===== src/hdl/apt_regs.svh =====
// register offsets, field positions, reset values and timing counts
// for the pair trigger sequencer; definitions only
`ifndef APT_REGS_SVH
`define APT_REGS_SVH

// ============================================================
// register offsets (byte addresses on the plain register port)
`define APT_OFS_PAIR_CTRL   8'h00
`define APT_OFS_CONFIG      8'h04
`define APT_OFS_RES_AN4     8'h08
`define APT_OFS_RES_AN5     8'h0c
`define APT_OFS_RES_AN6     8'h10
`define APT_OFS_RES_AN7     8'h14
`define APT_OFS_STATUS      8'h18

// ============================================================
// pair control fields: pair 3 in the high byte, pair 2 in the low
`define APT_P3_IRQ_EN_BIT   15
`define APT_P3_PEND_BIT     14
`define APT_P3_SWTRG_BIT    13
`define APT_P3_SEL_MSB      12
`define APT_P3_SEL_LSB      8
`define APT_P2_IRQ_EN_BIT   7
`define APT_P2_PEND_BIT     6
`define APT_P2_SWTRG_BIT    5
`define APT_P2_SEL_MSB      4
`define APT_P2_SEL_LSB      0

// config fields
`define APT_CFG_ON_BIT      0
`define APT_CFG_GTRG_BIT    1
`define APT_CFG_DIV_MSB     11
`define APT_CFG_DIV_LSB     8

// ============================================================
// reset values
`define APT_PAIR_CTRL_RST   16'h0000
`define APT_DIV_RST         4'h0

// ============================================================
// trigger source codes
`define APT_TRG_NONE        5'h00
`define APT_TRG_SOFT        5'h01
`define APT_TRG_GLOBAL      5'h02
`define APT_TRG_SPECIAL     5'h03
`define APT_TRG_GEN_FIRST   5'h04
`define APT_TRG_GEN_LAST    5'h07
`define APT_TRG_TMR1        5'h0c
`define APT_TRG_TMR2        5'h0d
`define APT_TRG_CL_FIRST    5'h0e
`define APT_TRG_CL_LAST     5'h11
`define APT_TRG_FLT_FIRST   5'h16
`define APT_TRG_FLT_LAST    5'h19

// ============================================================
// timing in converter clock periods
`define APT_SAMPLE_TADS     4'd2
`define APT_CONV_TADS       4'd10

`endif


===== src/hdl/apt_pkg.sv =====
// types shared by the pair trigger sequencer modules
// assumes nothing beyond a systemverilog compiler
package apt_pkg;

  // ============================================================
  // converter core states
  typedef enum logic [2:0] {
    APT_CV_IDLE    = 3'b001,
    APT_CV_SAMPLE  = 3'b010,
    APT_CV_CONVERT = 3'b100
  } apt_cv_state_t;

endpackage : apt_pkg


===== src/hdl/apt_trig_mux.sv =====
// trigger source selector for one channel pair
// assumes every trigger input is a one-cycle pulse on clk
`timescale 1ns/1ps
`include "apt_regs.svh"

module apt_trig_mux
  import apt_pkg::*;
(
  input  wire logic [4:0] sel,          // trigger source code
  input  wire logic       soft_trig,    // individual software trigger
  input  wire logic       global_trig,  // global software trigger
  input  wire logic       special_trig, // pwm special event
  input  wire logic [3:0] gen_trig,     // pwm generator triggers
  input  wire logic       tmr1_match,   // timer one period match
  input  wire logic       tmr2_match,   // timer two period match
  input  wire logic [3:0] cl_trig,      // current-limit triggers
  input  wire logic [3:0] flt_trig,     // fault triggers
  output logic            hit           // selected trigger asserted
);

  // ============================================================
  // range lookup: index of a code inside a four-wide group
  function automatic logic in_group(input logic [4:0] code,
                                    input logic [4:0] first,
                                    input logic [3:0] vec);
    logic [4:0] ofs;
    ofs = code - first;
    in_group = (ofs < 5'd4) && vec[ofs[1:0]];
  endfunction : in_group

  always_comb begin
    hit = 1'b0;
    unique case (sel)
      `APT_TRG_NONE:    hit = 1'b0;
      `APT_TRG_SOFT:    hit = soft_trig;
      `APT_TRG_GLOBAL:  hit = global_trig;
      `APT_TRG_SPECIAL: hit = special_trig;
      `APT_TRG_TMR1:    hit = tmr1_match;
      `APT_TRG_TMR2:    hit = tmr2_match;
      default: begin
        // unassigned codes fall through all groups to no trigger
        hit = in_group(sel, `APT_TRG_GEN_FIRST, gen_trig)
            | in_group(sel, `APT_TRG_CL_FIRST, cl_trig)
            | in_group(sel, `APT_TRG_FLT_FIRST, flt_trig);
      end
    endcase
  end

endmodule : apt_trig_mux


===== src/hdl/apt_converter.sv =====
// successive approximation core for one pair of channels
// assumes tick is a one-cycle pulse per converter clock period
`timescale 1ns/1ps
`include "apt_regs.svh"

module apt_converter
  import apt_pkg::*;
#(
  parameter int WIDTH = 10
) (
  input  wire logic             clk,    // system clock
  input  wire logic             rst_n,  // synchronised reset, active low
  input  wire logic             tick,   // converter clock period pulse
  input  wire logic             start,  // begin sample then convert
  input  wire logic [WIDTH-1:0] samp_a, // held level, even channel
  input  wire logic [WIDTH-1:0] samp_b, // held level, odd channel
  output logic                  busy,   // sampling or converting
  output logic                  done,   // one-cycle completion pulse
  output logic      [WIDTH-1:0] res_a,  // finished result, even
  output logic      [WIDTH-1:0] res_b   // finished result, odd
);

  apt_cv_state_t    state_reg, state_next;
  logic [3:0]       cnt_reg, cnt_next;
  logic [WIDTH-1:0] in_a_reg, in_a_next, in_b_reg, in_b_next;
  logic [WIDTH-1:0] sar_a_reg, sar_a_next, sar_b_reg, sar_b_next;
  logic [WIDTH-1:0] res_a_reg, res_a_next, res_b_reg, res_b_next;
  logic             done_reg, done_next;
  logic [WIDTH-1:0] bit_mask;

  // keep the trial bit when the trial code does not exceed the input
  function automatic logic [WIDTH-1:0] sar_step(
    input logic [WIDTH-1:0] acc, input logic [WIDTH-1:0] msk,
    input logic [WIDTH-1:0] level);
    sar_step = ((acc | msk) <= level) ? (acc | msk) : acc;
  endfunction : sar_step

  // cnt counts down the remaining bit positions, msb first
  assign bit_mask = WIDTH'(1) << (cnt_reg - 4'd1);

  always_comb begin
    state_next = state_reg;
    cnt_next   = cnt_reg;
    in_a_next  = in_a_reg;
    in_b_next  = in_b_reg;
    sar_a_next = sar_a_reg;
    sar_b_next = sar_b_reg;
    res_a_next = res_a_reg;
    res_b_next = res_b_reg;
    done_next  = 1'b0;
    unique case (state_reg)
      APT_CV_IDLE: begin
        if (start) begin
          state_next = APT_CV_SAMPLE;
          cnt_next   = `APT_SAMPLE_TADS;
          in_a_next  = samp_a;
          in_b_next  = samp_b;
        end
      end
      APT_CV_SAMPLE: begin
        if (tick) begin
          cnt_next = cnt_reg - 4'd1;
          if (cnt_reg == 4'd1) begin
            state_next = APT_CV_CONVERT;
            cnt_next   = `APT_CONV_TADS;
            sar_a_next = '0;
            sar_b_next = '0;
          end
        end
      end
      APT_CV_CONVERT: begin
        if (tick) begin
          // one bit per converter clock, bit 9 down to bit 0
          sar_a_next = sar_step(sar_a_reg, bit_mask, in_a_reg);
          sar_b_next = sar_step(sar_b_reg, bit_mask, in_b_reg);
          cnt_next   = cnt_reg - 4'd1;
          if (cnt_reg == 4'd1) begin
            state_next = APT_CV_IDLE;
            res_a_next = sar_a_next;
            res_b_next = sar_b_next;
            done_next  = 1'b1;
          end
        end
      end
    endcase
  end

  always_ff @(posedge clk or negedge rst_n) begin
    if (!rst_n) begin
      state_reg <= APT_CV_IDLE;
      cnt_reg   <= 4'h0;
      in_a_reg  <= '0;
      in_b_reg  <= '0;
      sar_a_reg <= '0;
      sar_b_reg <= '0;
      res_a_reg <= '0;
      res_b_reg <= '0;
      done_reg  <= 1'b0;
    end else begin
      state_reg <= state_next;
      cnt_reg   <= cnt_next;
      in_a_reg  <= in_a_next;
      in_b_reg  <= in_b_next;
      sar_a_reg <= sar_a_next;
      sar_b_reg <= sar_b_next;
      res_a_reg <= res_a_next;
      res_b_reg <= res_b_next;
      done_reg  <= done_next;
    end
  end

  assign busy  = (state_reg != APT_CV_IDLE);
  assign done  = done_reg;
  assign res_a = res_a_reg;
  assign res_b = res_b_reg;

endmodule : apt_converter


===== src/hdl/apt_sequencer.sv =====
// pair trigger sequencer top: registers, trigger capture, pending
// tracking and scheduling of the shared converter core
// assumes all inputs are synchronous to clk and triggers are pulses
`timescale 1ns/1ps
`include "apt_regs.svh"

// Notes on behaviour
// - control register packs pair 3 high, pair 2 low
// - completion pulses irq only when pair enabled
// - trigger sets pending, completion clears it
// - soft trigger bit starts, cleared when pending sets
// - busy converter defers triggered pair's conversion
// - code zero accepts no trigger
// - codes 1 and 2 select software triggers
// - code 3 special event, 4-7 generators
// - codes 12 and 13 select timer matches
// - codes 14-17 select current-limit triggers
// - codes 22-25 select fault triggers
// - sampling lasts exactly two converter clocks
// - trigger starts sample, conversion when free
// - trigger on pending pair is dropped
// - conversion takes ten more converter clocks
// - result resolved msb first, bit 9 down
// - result register written only on completion
module apt_sequencer
  import apt_pkg::*;
#(
  parameter int WIDTH = 10,
  parameter int NPAIR = 2
) (
  input  wire logic             clk,              // 100 MHz clock
  input  wire logic             resetn,           // async reset, low
  input  wire logic [7:0]       reg_addr,         // register byte address
  input  wire logic [15:0]      reg_wdata,        // write data
  input  wire logic             reg_wr,           // write strobe
  input  wire logic             reg_rd,           // read strobe
  output logic      [15:0]      reg_rdata,        // read data, next cycle
  input  wire logic [WIDTH-1:0] analog_input_4,   // pair 2 even channel
  input  wire logic [WIDTH-1:0] analog_input_5,   // pair 2 odd channel
  input  wire logic [WIDTH-1:0] analog_input_6,   // pair 3 even channel
  input  wire logic [WIDTH-1:0] analog_input_7,   // pair 3 odd channel
  input  wire logic             pwm_special_trig, // special event pulse
  input  wire logic [3:0]       pwm_gen_trig,     // generator pulses
  input  wire logic             timer1_match,     // timer one period
  input  wire logic             timer2_match,     // timer two period
  input  wire logic [3:0]       pwm_cl_trig,      // current-limit pulses
  input  wire logic [3:0]       pwm_flt_trig,     // fault pulses
  output logic                  pair2_irq,        // pair 2 done pulse
  output logic                  pair3_irq,        // pair 3 done pulse
  output logic                  converter_busy    // conversion underway
);

  // ============================================================
  // reset release
  // retimed so every flop leaves reset on the same edge
  logic rst_meta_reg, rst_sync_reg;

  always_ff @(posedge clk or negedge resetn) begin
    if (!resetn) begin
      rst_meta_reg <= 1'b0;
      rst_sync_reg <= 1'b0;
    end else begin
      rst_meta_reg <= 1'b1;
      rst_sync_reg <= rst_meta_reg;
    end
  end

  wire rst_n = rst_sync_reg;

  // ============================================================
  // register state
  // pending is set and cleared by hardware only
  // the soft trigger bit is a level the hardware clears
  logic [NPAIR-1:0] irq_en_reg, irq_en_next;
  logic [NPAIR-1:0] pend_reg, pend_next;
  logic [NPAIR-1:0] swtrg_reg, swtrg_next;
  logic [4:0]       sel_reg [NPAIR];
  logic [4:0]       sel_next [NPAIR];
  logic             on_reg, on_next;
  logic [3:0]       div_reg, div_next;
  logic             gtrg_reg, gtrg_next;
  logic [15:0]      rdata_reg, rdata_next;

  // ============================================================
  // scheduling state
  // levels are held per pair from trigger to start
  logic [3:0]       tick_cnt_reg, tick_cnt_next;
  logic             tick_reg, tick_next;
  logic [WIDTH-1:0] hold_a_reg [NPAIR];
  logic [WIDTH-1:0] hold_a_next [NPAIR];
  logic [WIDTH-1:0] hold_b_reg [NPAIR];
  logic [WIDTH-1:0] hold_b_next [NPAIR];
  logic [WIDTH-1:0] res_a_reg [NPAIR];
  logic [WIDTH-1:0] res_a_next [NPAIR];
  logic [WIDTH-1:0] res_b_reg [NPAIR];
  logic [WIDTH-1:0] res_b_next [NPAIR];
  logic             in_conv_reg, in_conv_next;
  logic             active_reg, active_next;
  logic             start_reg, start_next;
  logic [WIDTH-1:0] samp_a_reg, samp_a_next, samp_b_reg, samp_b_next;
  logic [NPAIR-1:0] irq_reg, irq_next;
  logic             busy_reg, busy_next;

  logic [NPAIR-1:0] hit, accept;
  logic [WIDTH-1:0] in_a [NPAIR];
  logic [WIDTH-1:0] in_b [NPAIR];
  logic             cv_busy, cv_done;
  logic [WIDTH-1:0] cv_res_a, cv_res_b;
  logic             wr_ctrl, wr_cfg;

  // index 0 is pair 2 (inputs 4, 5), index 1 is pair 3
  assign in_a[0] = analog_input_4;
  assign in_b[0] = analog_input_5;
  assign in_a[1] = analog_input_6;
  assign in_b[1] = analog_input_7;
  assign wr_ctrl = reg_wr && (reg_addr == `APT_OFS_PAIR_CTRL);
  assign wr_cfg  = reg_wr && (reg_addr == `APT_OFS_CONFIG);

  // ============================================================
  // trigger selection, one selector per pair
  // all pairs see the same lines; only the code and the soft trigger bit differ
  for (genvar p = 0; p < NPAIR; p++) begin : g_mux
    apt_trig_mux u_mux (
      .sel          (sel_reg[p]),
      .soft_trig    (swtrg_reg[p]),
      .global_trig  (gtrg_reg),
      .special_trig (pwm_special_trig),
      .gen_trig     (pwm_gen_trig),
      .tmr1_match   (timer1_match),
      .tmr2_match   (timer2_match),
      .cl_trig      (pwm_cl_trig),
      .flt_trig     (pwm_flt_trig),
      .hit          (hit[p])
    );
  end

  // a trigger while the pair is still pending is simply dropped
  // and one with the converter off is ignored as well
  assign accept = hit & ~pend_reg & {NPAIR{on_reg}};

  // ============================================================
  // register file
  // reads mirror the write layout; pending is read-only
  function automatic logic [15:0] pack_ctrl(
    input logic [NPAIR-1:0] en, input logic [NPAIR-1:0] pd,
    input logic [NPAIR-1:0] sw, input logic [4:0] s3,
    input logic [4:0] s2);
    pack_ctrl = {en[1], pd[1], sw[1], s3,
                 en[0], pd[0], sw[0], s2};
  endfunction : pack_ctrl

  always_comb begin
    irq_en_next = irq_en_reg;
    swtrg_next  = swtrg_reg;
    sel_next    = sel_reg;
    on_next     = on_reg;
    div_next    = div_reg;
    gtrg_next   = wr_cfg && reg_wdata[`APT_CFG_GTRG_BIT];
    rdata_next  = 16'h0000;
    if (wr_ctrl) begin
      irq_en_next[1] = reg_wdata[`APT_P3_IRQ_EN_BIT];
      irq_en_next[0] = reg_wdata[`APT_P2_IRQ_EN_BIT];
      sel_next[1] = reg_wdata[`APT_P3_SEL_MSB:`APT_P3_SEL_LSB];
      sel_next[0] = reg_wdata[`APT_P2_SEL_MSB:`APT_P2_SEL_LSB];
    end
    for (int p = 0; p < NPAIR; p++) begin
      // a software write of one beats the hardware clear
      if (accept[p]) begin
        swtrg_next[p] = 1'b0;
      end else if (hit[p] && (pend_reg[p] || !on_reg)) begin
        // a request that cannot be taken is dropped, not kept
        swtrg_next[p] = 1'b0;
      end
    end
    if (wr_ctrl) begin
      swtrg_next[1] = reg_wdata[`APT_P3_SWTRG_BIT];
      swtrg_next[0] = reg_wdata[`APT_P2_SWTRG_BIT];
    end
    if (wr_cfg) begin
      on_next  = reg_wdata[`APT_CFG_ON_BIT];
      // divisor is trusted to change only while off
      div_next = reg_wdata[`APT_CFG_DIV_MSB:`APT_CFG_DIV_LSB];
    end
    // read data stand one cycle, zero otherwise
    if (reg_rd) begin
      unique case (reg_addr)
        `APT_OFS_PAIR_CTRL: rdata_next = pack_ctrl(irq_en_reg,
            pend_reg, swtrg_reg, sel_reg[1], sel_reg[0]);
        `APT_OFS_CONFIG:  rdata_next = {4'h0, div_reg, 7'h00, on_reg};
        `APT_OFS_RES_AN4: rdata_next = 16'(res_a_reg[0]);
        `APT_OFS_RES_AN5: rdata_next = 16'(res_b_reg[0]);
        `APT_OFS_RES_AN6: rdata_next = 16'(res_a_reg[1]);
        `APT_OFS_RES_AN7: rdata_next = 16'(res_b_reg[1]);
        `APT_OFS_STATUS:  rdata_next = {14'h0000, active_reg, busy_reg};
        default:          rdata_next = 16'h0000;
      endcase
    end
  end

  always_ff @(posedge clk or negedge rst_n) begin
    if (!rst_n) begin
      irq_en_reg <= '0;
      swtrg_reg  <= '0;
      sel_reg    <= '{default: `APT_TRG_NONE};
      on_reg     <= 1'b0;
      div_reg    <= `APT_DIV_RST;
      gtrg_reg   <= 1'b0;
      rdata_reg  <= 16'h0000;
    end else begin
      irq_en_reg <= irq_en_next;
      swtrg_reg  <= swtrg_next;
      sel_reg    <= sel_next;
      on_reg     <= on_next;
      div_reg    <= div_next;
      gtrg_reg   <= gtrg_next;
      rdata_reg  <= rdata_next;
    end
  end

  // ============================================================
  // converter clock: one tick every div+1 system clocks while on
  // the count sits at zero while off, so the first tick after
  // switch-on is a full period late and a frozen core stays put
  always_comb begin
    tick_cnt_next = 4'h0;
    tick_next     = 1'b0;
    if (on_reg) begin
      if (tick_cnt_reg >= div_reg) begin
        tick_next = 1'b1;
      end else begin
        tick_cnt_next = tick_cnt_reg + 4'd1;
      end
    end
  end

  // ============================================================
  // pending, hold and scheduling
  always_comb begin
    pend_next    = pend_reg;
    hold_a_next  = hold_a_reg;
    hold_b_next  = hold_b_reg;
    res_a_next   = res_a_reg;
    res_b_next   = res_b_reg;
    in_conv_next = in_conv_reg;
    active_next  = active_reg;
    start_next   = 1'b0;
    samp_a_next  = samp_a_reg;
    samp_b_next  = samp_b_reg;
    irq_next     = '0;
    busy_next    = in_conv_reg || cv_busy;
    for (int p = 0; p < NPAIR; p++) begin
      if (accept[p]) begin
        // inputs are caught at the trigger so the sample point
        // does not drift with converter availability
        pend_next[p]   = 1'b1;
        hold_a_next[p] = in_a[p];
        hold_b_next[p] = in_b[p];
      end
    end
    // completion and a new start never share a cycle; the next
    // pending pair starts one cycle after the core is freed
    if (cv_done) begin
      pend_next[active_reg]  = 1'b0;
      res_a_next[active_reg] = cv_res_a;
      res_b_next[active_reg] = cv_res_b;
      irq_next[active_reg]   = irq_en_reg[active_reg];
      in_conv_next = 1'b0;
    end else if (!in_conv_reg && (pend_reg != '0)) begin
      // one converter core: other pending pairs wait here
      in_conv_next = 1'b1;
      active_next  = !pend_reg[0];
      start_next   = 1'b1;
      samp_a_next  = hold_a_reg[!pend_reg[0]];
      samp_b_next  = hold_b_reg[!pend_reg[0]];
    end
  end

  always_ff @(posedge clk or negedge rst_n) begin
    if (!rst_n) begin
      tick_cnt_reg <= 4'h0;
      tick_reg     <= 1'b0;
      pend_reg     <= '0;
      hold_a_reg   <= '{default: '0};
      hold_b_reg   <= '{default: '0};
      res_a_reg    <= '{default: '0};
      res_b_reg    <= '{default: '0};
      in_conv_reg  <= 1'b0;
      active_reg   <= 1'b0;
      start_reg    <= 1'b0;
      samp_a_reg   <= '0;
      samp_b_reg   <= '0;
      irq_reg      <= '0;
      busy_reg     <= 1'b0;
    end else begin
      tick_cnt_reg <= tick_cnt_next;
      tick_reg     <= tick_next;
      pend_reg     <= pend_next;
      hold_a_reg   <= hold_a_next;
      hold_b_reg   <= hold_b_next;
      res_a_reg    <= res_a_next;
      res_b_reg    <= res_b_next;
      in_conv_reg  <= in_conv_next;
      active_reg   <= active_next;
      start_reg    <= start_next;
      samp_a_reg   <= samp_a_next;
      samp_b_reg   <= samp_b_next;
      irq_reg      <= irq_next;
      busy_reg     <= busy_next;
    end
  end

  // ============================================================
  // shared converter core
  // one core only, so pairs are served strictly one at a time
  // throughput is not policed; over-rate triggers are only dropped
  // while pending
  apt_converter #(
    .WIDTH (WIDTH)
  ) u_conv (
    .clk    (clk),
    .rst_n  (rst_n),
    .tick   (tick_reg),
    .start  (start_reg),
    .samp_a (samp_a_reg),
    .samp_b (samp_b_reg),
    .busy   (cv_busy),
    .done   (cv_done),
    .res_a  (cv_res_a),
    .res_b  (cv_res_b)
  );

  // ============================================================
  // outputs
  // every output is a register, nothing combinational leaves
  assign reg_rdata      = rdata_reg;
  assign pair2_irq      = irq_reg[0];
  assign pair3_irq      = irq_reg[1];
  assign converter_busy = busy_reg;

endmodule : apt_sequencer


===== config.mk =====
export PLATFORM = sky130hd
export DESIGN_NAME = apt_sequencer
export DESIGN_NICKNAME = d
export VERILOG_FILES = /design/src/hdl/apt_pkg.sv /design/src/hdl/apt_trig_mux.sv /design/src/hdl/apt_converter.sv /design/src/hdl/apt_sequencer.sv
export VERILOG_INCLUDE_DIRS = /design/src /design/src/hdl
export SDC_FILE = /design/constraint.sdc
export NUM_CORES = 1
export LEC_CHECK = 0
export BUFFER_PORTS_ARGS = -buffer_cell sky130_fd_sc_hd__buf_2
export CORE_MARGIN = 8
export CORE_UTILIZATION = 35
export DETAILED_ROUTE_END_ITERATION = 16
export SETUP_SLACK_MARGIN = 0.2
export SLEW_MARGIN = 20
export SYNTH_ARGS = -nofsm -noshare
export SYNTH_HDL_FRONTEND = slang
export SYNTH_SLANG_ARGS = --single-unit

===== constraint.sdc =====
create_clock -name clk -period 13.7 [get_ports clk]
set_input_delay 2.74 -clock clk [delete_from_list [all_inputs] [get_ports clk]]
set_output_delay 2.74 -clock clk [all_outputs]
set_load 0.02 [all_outputs]

# Word level (Yosys, flattened, before mapping)
# Index checks and enable logic that the tools add are counted.
[op_classes]
add_sub_neg = 8
magnitude_cmp = 20
eq_ne = 26
shifts = 1
mux = 69
bitwise_logic = 15
reduce_logical = 34
[ops]
columns = ["cell", "n"]
rows = [
  ["$mux W10", 13],
  ["$pmux W16 S7", 1],
  ["$bwmux W20", 2],
  ["$pmux W10 S2", 2],
  ["$lt A5 B3 Y1 const B", 6],
  ["$eq A8 B5 Y1 const B", 3],
  ["$mux W1", 24],
  ["$mux W4", 6],
  ["$eq A5 B2 Y1 const B", 4],
  ["$eq A5 B4 Y1 const B", 4],
  ["$le A10 B10 Y1", 2],
  ["$or A10 B10 Y10", 2],
  ["$lt A2 B3 Y1 const B", 6],
  ["$eq A8 B4 Y1 const B", 2],
  ["$mux W16", 1],
  ["$mux W3", 5],
  ["$logic_and A1 B1 Y1", 14],
  ["$bmux W1 S2", 6],
  ["$pmux W1 S6", 2],
  ["$pmux W4 S3", 1],
  ["$demux W10 S1", 1],
  ["$eq A5 B1 Y1 const B", 2],
  ["$logic_not A5 Y1", 2],
  ["$shl A1 B4 Y10 const A", 1],
  ["other kinds (35)", 61],
]
[totals]
register_bits = 219
inputBits = 83
word_cells = 211

# Logic depth before layout (Yosys ltp)
# Gate-level depths: netlist (run 1).
[depth]
ltp_word = 12
ltp_mapped = 17
ltp_nobuf = 14

# By module
# A second synthesis (run 1) with hierarchy kept.
[unflattened]
cells_unflattened = 897
hier_area_um2 = 10558.9
[modules_own_cells]
columns = ["mod", "n_inst", "cells_per_inst", "area_each_um2", "seq_area_each_um2"]
rows = [
  ["apt_sequencer", 1, 449, 6264.8, 3778.6],
  ["apt_converter", 1, 378, 3611.0, 1702.9],
  ["apt_trig_mux", 2, 35, 341.6, 0.0],
]

# Least setup slack after synthesis (run 1)
# Ideal clock, no wire load.
[synth_timing]
path_type = "in2reg"
from = "input port pwm_gen_trig[3]"
to = "register hold_a_reg[0] (netlist name)"
arrival_ns = 4.371
setup_slack_ns = 9.204
cell_stages = 7
n_path_buf = 1
path_cell_list = "mux4_2 -> nand4_1 -> nand2_1 -> or3b_4 -> and4b_4 -> buf_12 -> mux2_4"
[synth_between]
elab_chain_len = 8
[synth_lines]
columns = ["item", "line", "text"]
rows = [
  ["start: declaration", "apt_sequencer.sv:43", "input wire logic [3:0] pwm_gen_trig,"],
  ["$bmux W1 S2", "apt_trig_mux.sv:28", "in_group = (ofs < 5'd4) && vec[ofs[1:0]];"],
  ["$mux W1 (implied by the code)", "apt_trig_mux.sv:28", ""],
  ["$logic_and A1 B1 Y1", "apt_trig_mux.sv:28", ""],
  ["$or A1 B1 Y1 (2 in series)", "apt_trig_mux.sv:42", "hit = in_group(sel, `APT_TRG_GEN_FIRST, gen_trig)"],
  ["$pmux W1 S6", "apt_trig_mux.sv:33", "unique case (sel)"],
  ["$and A2 B2 Y2 (2 in series)", "apt_sequencer.sv:139", "assign accept = hit & ~pend_reg & {NPAIR{on_reg}};"],
  ["end signal: assignment", "apt_sequencer.sv:298", "hold_a_reg <= hold_a_next;"],
  ["end: declaration", "apt_sequencer.sv:89", "logic [WIDTH-1:0] hold_a_reg [NPAIR];"],
]
# Every way passes these cells. The select of a mux whose other input is x is not followed.
# A chain may end at the register's enable or synchronous reset.

# Final worst setup path (run 1)
[layout_timing]
from = "input port pwm_flt_trig[3]"
to = "register hold_b_reg[0] (netlist name)"
[layout_between]
elab_chain_len = 7
[layout_lines]
columns = ["item", "line", "text"]
rows = [
  ["start: declaration", "apt_sequencer.sv:47", "input wire logic [3:0] pwm_flt_trig,"],
  ["$bmux W1 S2", "apt_trig_mux.sv:28", ""],
  ["$mux W1 (implied by the code)", "apt_trig_mux.sv:28", ""],
  ["$logic_and A1 B1 Y1", "apt_trig_mux.sv:28", ""],
  ["$or A1 B1 Y1", "apt_trig_mux.sv:42", ""],
  ["$pmux W1 S6", "apt_trig_mux.sv:33", ""],
  ["$and A2 B2 Y2 (2 in series)", "apt_sequencer.sv:139", ""],
  ["end signal: assignment", "apt_sequencer.sv:299", "hold_b_reg <= hold_b_next;"],
  ["end: declaration", "apt_sequencer.sv:91", "logic [WIDTH-1:0] hold_b_reg [NPAIR];"],
]
# Every way passes these cells. The select of a mux whose other input is x is not followed.

==> results of run 1 <==
kinds of logic (layout without fill, tap and decap cells):
kind of cell,Yosys count,after routing,synth area share (%)
compound gates,188,188,10.8
xor+xnor,7,7,0.585
fa+ha+maj,41,41,4.89
buf+inv,86,187,3.52
flops,219,219,52.3
mux,126,126,14.8
other cells,1,1,0.0358
simple gates,294,294,13.1
worst min-delay path by stage:
| stage | startpoint | cells past startpoint | slack, ps | end |
|---|---|---|---|---|
| after floorplan | rst_meta_reg | 0 | 330 | rst_n |
| after CTS | rst_n | 0 | 350 | hold_b_reg[12] |
| after global routing | rst_meta_reg | 0 | 370 | rst_n |
| final | rst_n | 0 | 320 | hold_b_reg[12] |
| after global placement | rst_n | 0 | 340 | hold_b_reg[2] |
| after detailed placement | rst_n | 0 | 340 | hold_b_reg[12] |
final cells by class:
class                           count  area [µm²]  share of cell area [%]
Sequential cell                   219        5490                    45.1
Multi-Input combinational cell    657        4660                    38.2
Clock buffer                       37         751                    6.17
Timing Repair Buffer              107         568                    4.67
Tap cell                          390         488                    4.01
Inverter                           36         135                    1.11
Clock inverter                      7        90.1                   0.740
Yosys cell counts (6+ instances only):
| library cell | n |
|---|---|
| sky130_fd_sc_hd__o22ai_1 | 9 |
| sky130_fd_sc_hd__nor2b_1 | 14 |
| sky130_fd_sc_hd__nor3_1 | 10 |
| sky130_fd_sc_hd__nor2_1 | 88 |
| sky130_fd_sc_hd__mux2_2 | 71 |
| sky130_fd_sc_hd__nand2b_1 | 22 |
| sky130_fd_sc_hd__ha_1 | 41 |
| sky130_fd_sc_hd__a21oi_1 | 66 |
| sky130_fd_sc_hd__mux2i_1 | 25 |
| sky130_fd_sc_hd__a31oi_1 | 17 |
| sky130_fd_sc_hd__inv_1 | 35 |
| sky130_fd_sc_hd__o21ai_0 | 53 |
| sky130_fd_sc_hd__dfrtp_1 | 218 |
| sky130_fd_sc_hd__mux2_4 | 20 |
| sky130_fd_sc_hd__nand4_1 | 6 |
| sky130_fd_sc_hd__nand2_1 | 97 |
| sky130_fd_sc_hd__and2_1 | 11 |
| sky130_fd_sc_hd__and3_1 | 7 |
| sky130_fd_sc_hd__clkbuf_1 | 38 |
| sky130_fd_sc_hd__nand3_1 | 18 |
metrics by stage:
stage	area, µm²	util (%)	hold slack (ps)	total power, mW	instances
after floorplan	10500	-	331	1.15	962
after global placement	11300	38.3	342	1.28	1409
after detailed placement	11300	38.3	338	1.29	1409
after CTS	12200	41.2	350	1.97	1453
after global routing	12200	41.2	374	2.06	1453
final	12200	41.2	318	1.95	1453
routing by layer:
| metal | GRT usage (%) | vias up |
|---|---|---|
| met4 | 3.22 | 0 |
| li1 | - | 3532 |
| met5 | 0 | - |
| met3 | 2.63 | 31 |
| met1 | 18.5 | 3526 |
| met2 | 20.8 | 185 |
power groups by stage:
stage | clock network (mW) | registers [mW] | logic, mW
after floorplan | 0 | 0.785 | 0.369
after global placement | 0 | 0.798 | 0.482
after detailed placement | 0 | 0.801 | 0.490
after CTS | 0.691 | 0.790 | 0.494
after global routing | 0.715 | 0.802 | 0.547
final | 0.671 | 0.789 | 0.492
==> results.yml, run 1 <==
power_and_ir_drop:
  power_switching_share_pct: 30.9
  clock_power_share_pct: 34.4
  internal_power_mw: 1.35
  total_leakage_power_nw: 5.81
  p_switching_mw: 0.603
  power.density_cell_area_mw_per_mm2: 160
  share_comb_of_total_power_pct: 25.2
  vdd_drop_max_mv: 0.109
  power.share.sequential_pct: 40.4
setup_path:
  crit_arrival_ps: 4680
  critical_path_depth: 7
  worstPathMaxFanout: 20
  rr_endpoint: "u_conv.res_b[6]"
  worstReg2RegStart: "u_conv.cnt_reg[0]"
  ff2ff_setup_slack_ps: 10030
  end_kind: "flip-flop"
  rr_worst_depth: 12
  start_kind: "primary input"
  worst_setup_path_endpoint: "hold_b_reg[0]"
  path_buf_inv: 1
  cp-startpoint: "pwm_flt_trig[3]"
  worstPathRequired_ps: 14100
  cell_with_the_largest_stage_delay_on_the_worst_path: "sky130_fd_sc_hd__mux4_1"
  slowest_delay_ps: 540
  crit_type: "primary input to flip-flop"
  cp_delay_by_family_top: "multiplexers"
  crit_chain: "buf_2, mux4_1, nand2b_1, a21oi_1, or3b_4, and4b_4, mux2_4"
synth:
  synth-main-ff-cell: "sky130_fd_sc_hd__dfrtp_1"
  combined_area_of_all_synthesized_cells_mm2: 0.0105
  avgSynthCellArea_um2: 10.9
  synth_area_leaders: "sky130_fd_sc_hd__dfrtp_1, sky130_fd_sc_hd__mux2_2, sky130_fd_sc_hd__ha_1"
  yosysSeqAreaShare_pct: 52.3
  synth_edf_count: 0
  netlist_instances: 962
  number_of_distinct_library_cell_variants_in_the_gate_level_netlist_after_synthesis: 65
  async_reset_ff_share_pct: 100
  synth-warning-count: 0
  synthDominantAreaCellType: "sky130_fd_sc_hd__dfrtp_1"
  synth_fp_nets: 1086
  synth_top_area_share_pct: 52.0
  ys_seq_elements: 219
detailed_routing:
  routed_wire_length_per_instance_um: 16.4
  drc: 0
  met3_wirelength_mm: 1.27
  detailroute.via_count: 7274
  routed_wl_mm: 23.9
  drt-pass1-iter-count: 4
  highest_routing_layer_actually_used: "met4"
  detailedRoute.firstIterationViolations: 360
  route.met2.wl_mm: 10.5
  detail_route.vias_per_cell: 5.01
  drt-met1-wl_mm: 11.7
  antenna_left: 0
cts:
  postCtsResizedCells: 0
  cts_buffer_depth: 3
  cts_htree_levels: 1
  post_cts_buffers: 0
  sinks_on_the_clock_net: 219
  cts_tree: "done"
  tritoncts.num_buffers: 24
  clk_latency_ps: 510
  clkTransAtPathRegs_ps: 60
  cts_root_buffer: "sky130_fd_sc_hd__clkbuf_16"
  cts_hold_buf: 0
floorplan:
  fp-row-count: 63
  die_y_extent_um: 189
  die_width_um: 189
  starting_density_of_the_core_pct: 35.5
  placeable_core_region_mm2: 0.0296
  design.portCount: 102
  design.die.area_mm2: 0.0358
worst_hold_path:
  min_path_type: "flip-flop to asynchronous set/reset pin"
timing:
  report.final.slew_viol_count: 0
  maxClockFrequency_ghz: 0.233
  layout_worst_path_cycle_share_pct: 31.3
  rsz_0062_raised_after_global_routing: "false"
  worst_slew_pin_slew_ps: 941
  layout_setup_ws_ps: 9420
  setup_violations_final: 0
  timing.clock.skew_ps: 12.1
  slew-limit-headroom_pct: 37.3
  finalSetupTns_ps: 0
  period_minus_slack_ps: 4280
  final_hold_viol_count: 0
placement:
  gp_routability_congestion: 0.868
  pre_cts_ws_ps: 8910
  place_hpwl_mm: 16.7
  port_buffers: 99
finish:
  final.fill_count: 2843
  final_cell_mix: "sky130_fd_sc_hd__dfrtp_1, sky130_fd_sc_hd__buf_2, sky130_fd_sc_hd__nand2_1"
  final_net_count: 1169
  area.growth.synth_to_final_pct: 16.1
  layout.cells.most_common: "sky130_fd_sc_hd__dfrtp_1"
  drive_above_1_share_pct: 24.1
  number_of_inserted_diodes: 0
grt:
  overflow: 0
  pin_count_of_the_biggest_net_entering_global_routing: 178
  groute.usage.overall_pct: 13.2
  wire_length_of_the_first_global_routing_pass_mm: 39.5
  initial_antenna_violation_count: 0
  grt_pass1_vias: 7481
flow_run:
  max_cap_violations: 0
outcome:
  run_status: "finished clean"
No activity file was read; power rests on OpenSTA's default activity.
==> inputs of run 2 (changes only) <==
- clock period: 13.7 -> 3.5 ns (I/O delays scaled with it)
==> results.yml, run 2 (synthesis results as in run 1) <==
finish:
  drive_above_1_share_pct: 25.2
  finalCoreUtilization_pct: 41.5
  number_of_inserted_diodes: 0
  area.growth.synth_to_final_pct: 17.0
  final_cell_mix: "sky130_fd_sc_hd__dfrtp_1, sky130_fd_sc_hd__buf_2, sky130_fd_sc_hd__nand2_1"
  postLayoutCellArea_mm2: 0.0123
  final_net_count: 1186
  layout.cells.most_common: "sky130_fd_sc_hd__dfrtp_1"
grt:
  wire_length_of_the_first_global_routing_pass_mm: 39.6
  grt_pass1_vias: 7498
  groute.usage.overall_pct: 13.3
  pin_count_of_the_biggest_net_entering_global_routing: 53
  initial_antenna_violation_count: 0
  overflow: 0
detailed_routing:
  antenna_left: 0
  route.met2.wl_mm: 10.4
  routed_wire_length_per_instance_um: 16.3
  detail_route.vias_per_cell: 5.01
  routed_wl_mm: 23.9
  detailroute.via_count: 7343
  drt-pass1-iter-count: 5
  drc: 0
  drt-met1-wl_mm: 11.7
  highest_routing_layer_actually_used: "met4"
  detailedRoute.firstIterationViolations: 436
  met3_wirelength_mm: 1.35
power_and_ir_drop:
  power_switching_share_pct: 31.0
  total_leakage_power_nw: 5.87
  clock_power_share_pct: 32.2
  internal_power_mw: 5.26
  vdd_drop_max_mv: 0.363
  power.density_cell_area_mw_per_mm2: 621
  share_comb_of_total_power_pct: 27.3
  p_switching_mw: 2.36
  power.share.sequential_pct: 40.6
placement:
  gp_routability_congestion: 0.835
  placed_cell_area_mm2: 0.0115
  port_buffers: 99
  place_hpwl_mm: 17.1
outcome:
  run_status: "finished clean"
timing:
  maxClockFrequency_ghz: 0.328
  worst_slew_pin_slew_ps: 876
  finalSetupTns_ps: 0
  report.final.slew_viol_count: 0
  final_hold_viol_count: 0
  setup_violations_final: 0
  slew-limit-headroom_pct: 41.4
  rsz_0062_raised_after_global_routing: "true"
  timing.clock.skew_ps: 6.90
  period_minus_slack_ps: 3050
  layout_worst_path_cycle_share_pct: 87.2
floorplan:
  design.portCount: 102
  die_y_extent_um: 189
  die_width_um: 189
  placeable_core_region_mm2: 0.0296
  starting_density_of_the_core_pct: 35.5
  design.die.area_mm2: 0.0358
  fp-row-count: 63
cts:
  sinks_on_the_clock_net: 219
  tritoncts.num_buffers: 24
  clkTransAtPathRegs_ps: 60
  clk_latency_ps: 520
  cts_tree: "done"
  cts_buffer_depth: 3
  cts_root_buffer: "sky130_fd_sc_hd__clkbuf_16"
  cts_htree_levels: 1
setup_path:
  start_kind: "flip-flop"
  worstPathRequired_ps: 3940
  crit_arrival_ps: 3490
  crit_type: "flip-flop to flip-flop"
  worstPathMaxFanout: 19
  end_kind: "flip-flop"
worst_hold_path:
  min_path_type: "flip-flop to flip-flop"
flow_run:
  max_cap_violations: 0
run 2: cell type report:
type	count	area, µm²
fillers	2880	17300
flip-flops and latches	219	5490
multi-input cells	657	4670
repair buffers	124	727
clock buffers	35	713
well taps	390	488
inverters	36	135
clock inverters	5	52.6
run 2: critical path, cell delays in order (launching register included):
cell and delay, ps:
sky130_fd_sc_hd__dfrtp_1 450, sky130_fd_sc_hd__inv_1 140, sky130_fd_sc_hd__ha_2 250, sky130_fd_sc_hd__inv_1 80
sky130_fd_sc_hd__nor3_1 130, sky130_fd_sc_hd__a31o_2 230, sky130_fd_sc_hd__nand2_1 160, sky130_fd_sc_hd__nand2b_1 160
sky130_fd_sc_hd__ha_1 260, sky130_fd_sc_hd__a21o_1 180, sky130_fd_sc_hd__nand3_1 80, sky130_fd_sc_hd__a21oi_1 70
sky130_fd_sc_hd__o41ai_2 240, sky130_fd_sc_hd__buf_6 230, sky130_fd_sc_hd__a31oi_1 130, sky130_fd_sc_hd__a21oi_1 150
run 2: per-stage QoR:
stage               power, mW  hold slack [ps]  setup slack (ps)  std cells
floorplan                4.52              331               244        962
global placement         5.07              339               433       1423
detailed placement       5.14              336               362       1423
CTS                      7.64              361               339       1464
global route             8.10              371               169       1466
finish                   7.62              359               449       1466
run 2: path summary, 6_finish.rpt:
path / from / to / cells after the start / slack [ps]
max reg2reg: u_conv.cnt_reg[0] / u_conv.res_a[2] / 15 / 450
min in group asynchronous: rst_n / hold_b_reg[2] / 0 / 380
max: u_conv.cnt_reg[0] / u_conv.res_a[2] / 15 / 450
min: rst_meta_reg / rst_n / 0 / 360
min reg2reg: rst_meta_reg / rst_n / 0 / 360
max in group asynchronous: rst_n / hold_b_reg[16] / 1 / 2190
run 2: power groups by stage:
stage	Clock, mW	Combinational (mW)	Sequential (mW)
after floorplan	0	1.45	3.07
after global placement	0	1.94	3.13
after detailed placement	0	2.00	3.14
after CTS	2.54	2.01	3.09
after global routing	2.63	2.33	3.14
final	2.45	2.08	3.09
run 2: timing repair:
item	CTS	global route
endpoints found under the hold margin	2	0
hold buffers	1	0
resized for setup	0	6
setup buffers	0	2
endpoints found under the setup margin	0	40
run 2: metal layers:
metal / vias to the layer above / global-route usage (%)
li1: 3560 / -
met1: 3579 / 19.0
met2: 174 / 20.4
met3: 30 / 2.76
met4: 0 / 2.74
met5: - / 0
==> inputs of run 3 (changes only) <==
- CTS_BUF_LIST: unset -> sky130_fd_sc_hd__clkbuf_16
==> results.yml, run 3 (synthesis results as in run 1) <==
cts:
  cts_root_buffer: "sky130_fd_sc_hd__clkbuf_16"
  sinks_on_the_clock_net: 219
  clk_latency_ps: 520
  clkTransAtPathRegs_ps: 60
  cts_tree: "done"
  cts_buffer_depth: 3
  cts_htree_levels: 1
  tritoncts.num_buffers: 24
detailed_routing:
  antenna_left: 0
  detailedRoute.firstIterationViolations: 418
  detail_route.vias_per_cell: 5.02
  routed_wl_mm: 23.8
  routed_wire_length_per_instance_um: 16.3
  drc: 0
  drt-pass1-iter-count: 5
  detailroute.via_count: 7352
worst_hold_path:
  min_path_type: "flip-flop to flip-flop"
floorplan:
  die_y_extent_um: 189
  starting_density_of_the_core_pct: 35.5
  placeable_core_region_mm2: 0.0296
  fp-row-count: 63
  design.portCount: 102
  die_width_um: 189
  design.die.area_mm2: 0.0358
setup_path:
  crit_type: "flip-flop to flip-flop"
  crit_chain: "inv_1, ha_2, nor3_1, a31o_2, nand2_1, nand2b_1, ha_1, a211oi_1, nor2_1, o41ai_2, buf_6, a31oi_1, a21oi_1"
  worstPathRequired_ps: 3940
  crit_arrival_ps: 3490
  end_kind: "flip-flop"
  start_kind: "flip-flop"
  cp_delay_by_family_top: "compound AO/OA/AOI/OAI gates"
  cell_with_the_largest_stage_delay_on_the_worst_path: "sky130_fd_sc_hd__dfrtp_1"
  path_buf_inv: 2
  slowest_delay_ps: 460
  worstPathMaxFanout: 19
timing:
  holdWs_ps: 359
  maxClockFrequency_ghz: 0.327
  final_hold_viol_count: 0
  layout_setup_ws_ps: 446
  timing.clock.skew_ps: 8.12
  period_minus_slack_ps: 3050
  rsz_0062_raised_after_global_routing: "true"
  layout_worst_path_cycle_share_pct: 87.3
  slew-limit-headroom_pct: 41.8
  report.final.slew_viol_count: 0
  setup_violations_final: 0
  finalSetupTns_ps: 0
  worst_slew_pin_slew_ps: 871
grt:
  initial_antenna_violation_count: 0
  overflow: 0
  pin_count_of_the_biggest_net_entering_global_routing: 53
  groute.usage.overall_pct: 13.2
  wire_length_of_the_first_global_routing_pass_mm: 39.5
  grt_pass1_vias: 7488
power_and_ir_drop:
  total_leakage_power_nw: 5.86
  p_total_mw: 7.50
  power.density_cell_area_mw_per_mm2: 614
  vdd_drop_max_mv: 0.363
placement:
  gp_routability_congestion: 0.835
  port_buffers: 99
  placedCellCount: 1423
  placed_cell_area_mm2: 0.0115
  place_hpwl_mm: 17.1
  pre_cts_ws_ps: 362
finish:
  number_of_inserted_diodes: 0
  final_cell_mix: "sky130_fd_sc_hd__dfrtp_1, sky130_fd_sc_hd__buf_2, sky130_fd_sc_hd__nand2_1"
  layout.cells.most_common: "sky130_fd_sc_hd__dfrtp_1"
  drive_above_1_share_pct: 24.7
  finalCoreUtilization_pct: 41.3
  final_net_count: 1186
  fin_cells: 1466
  postLayoutCellArea_mm2: 0.0122
  area.growth.synth_to_final_pct: 16.5
flow_run:
  max_cap_violations: 0
outcome:
  run_status: "finished clean"
-- run 3: cell types whose count changed in the layout (fill, tap and decap cells not counted) --
| cell | previous run | this run |
|---|---|---|
| sky130_fd_sc_hd__inv_1 | 35 | 40 |
| sky130_fd_sc_hd__clkinv_1 | 1 | 6 |
| sky130_fd_sc_hd__clkbuf_8 | 5 | 0 |
| sky130_fd_sc_hd__clkbuf_1 | 5 | 0 |
-- run 3: what timing repair did --
action / 4_1_cts / 5_1_grt
setup endpoints to repair: 0 / 40
endpoints found under the hold margin: 2 / 0
hold buffers: 1 / 0
gates resized for setup: 0 / 6
setup buffers: 0 / 2
-- run 3: per-layer routing --
layer  global-route usage [%]  routed length, µm  vias to the layer above
li1                         -                  -                     3558
met2                     20.3              10400                      169
met3                     2.74               1260                       32
met5                        0                  0                        -
met1                     19.0              11800                     3593
met4                     2.74                435                        0
-- run 3: worst paths after layout --
path	from	cells after the start	to	slack [ps]
worst max-delay path	u_conv.cnt_reg[0]	13	u_conv.res_a[2]	450
worst min-delay path	rst_meta_reg	0	rst_n	360
worst max register to register	u_conv.cnt_reg[0]	13	u_conv.res_a[2]	450
worst min register to register	rst_meta_reg	0	rst_n	360
max in group asynchronous	rst_n	1	hold_b_reg[16]	2180
min in group asynchronous	rst_n	0	hold_b_reg[2]	390
-- run 3: area by class of cell --
| class | instances | area (µm²) |
|---|---|---|
| clock buffer | 25 | 626 |
| clock inverter | 15 | 90.1 |
| fill | 2888 | 17300 |
| inverter | 36 | 135 |
| multi-input combinational | 657 | 4670 |
| sequential | 219 | 5490 |
| tap | 390 | 488 |
| timing repair buffer | 124 | 727 |
-- run 3: power breakdown --
part	switching, mW	internal (mW)	total (mW)
logic	1.16	0.929	2.09
clock network	0.977	1.35	2.32
registers	0.236	2.85	3.09
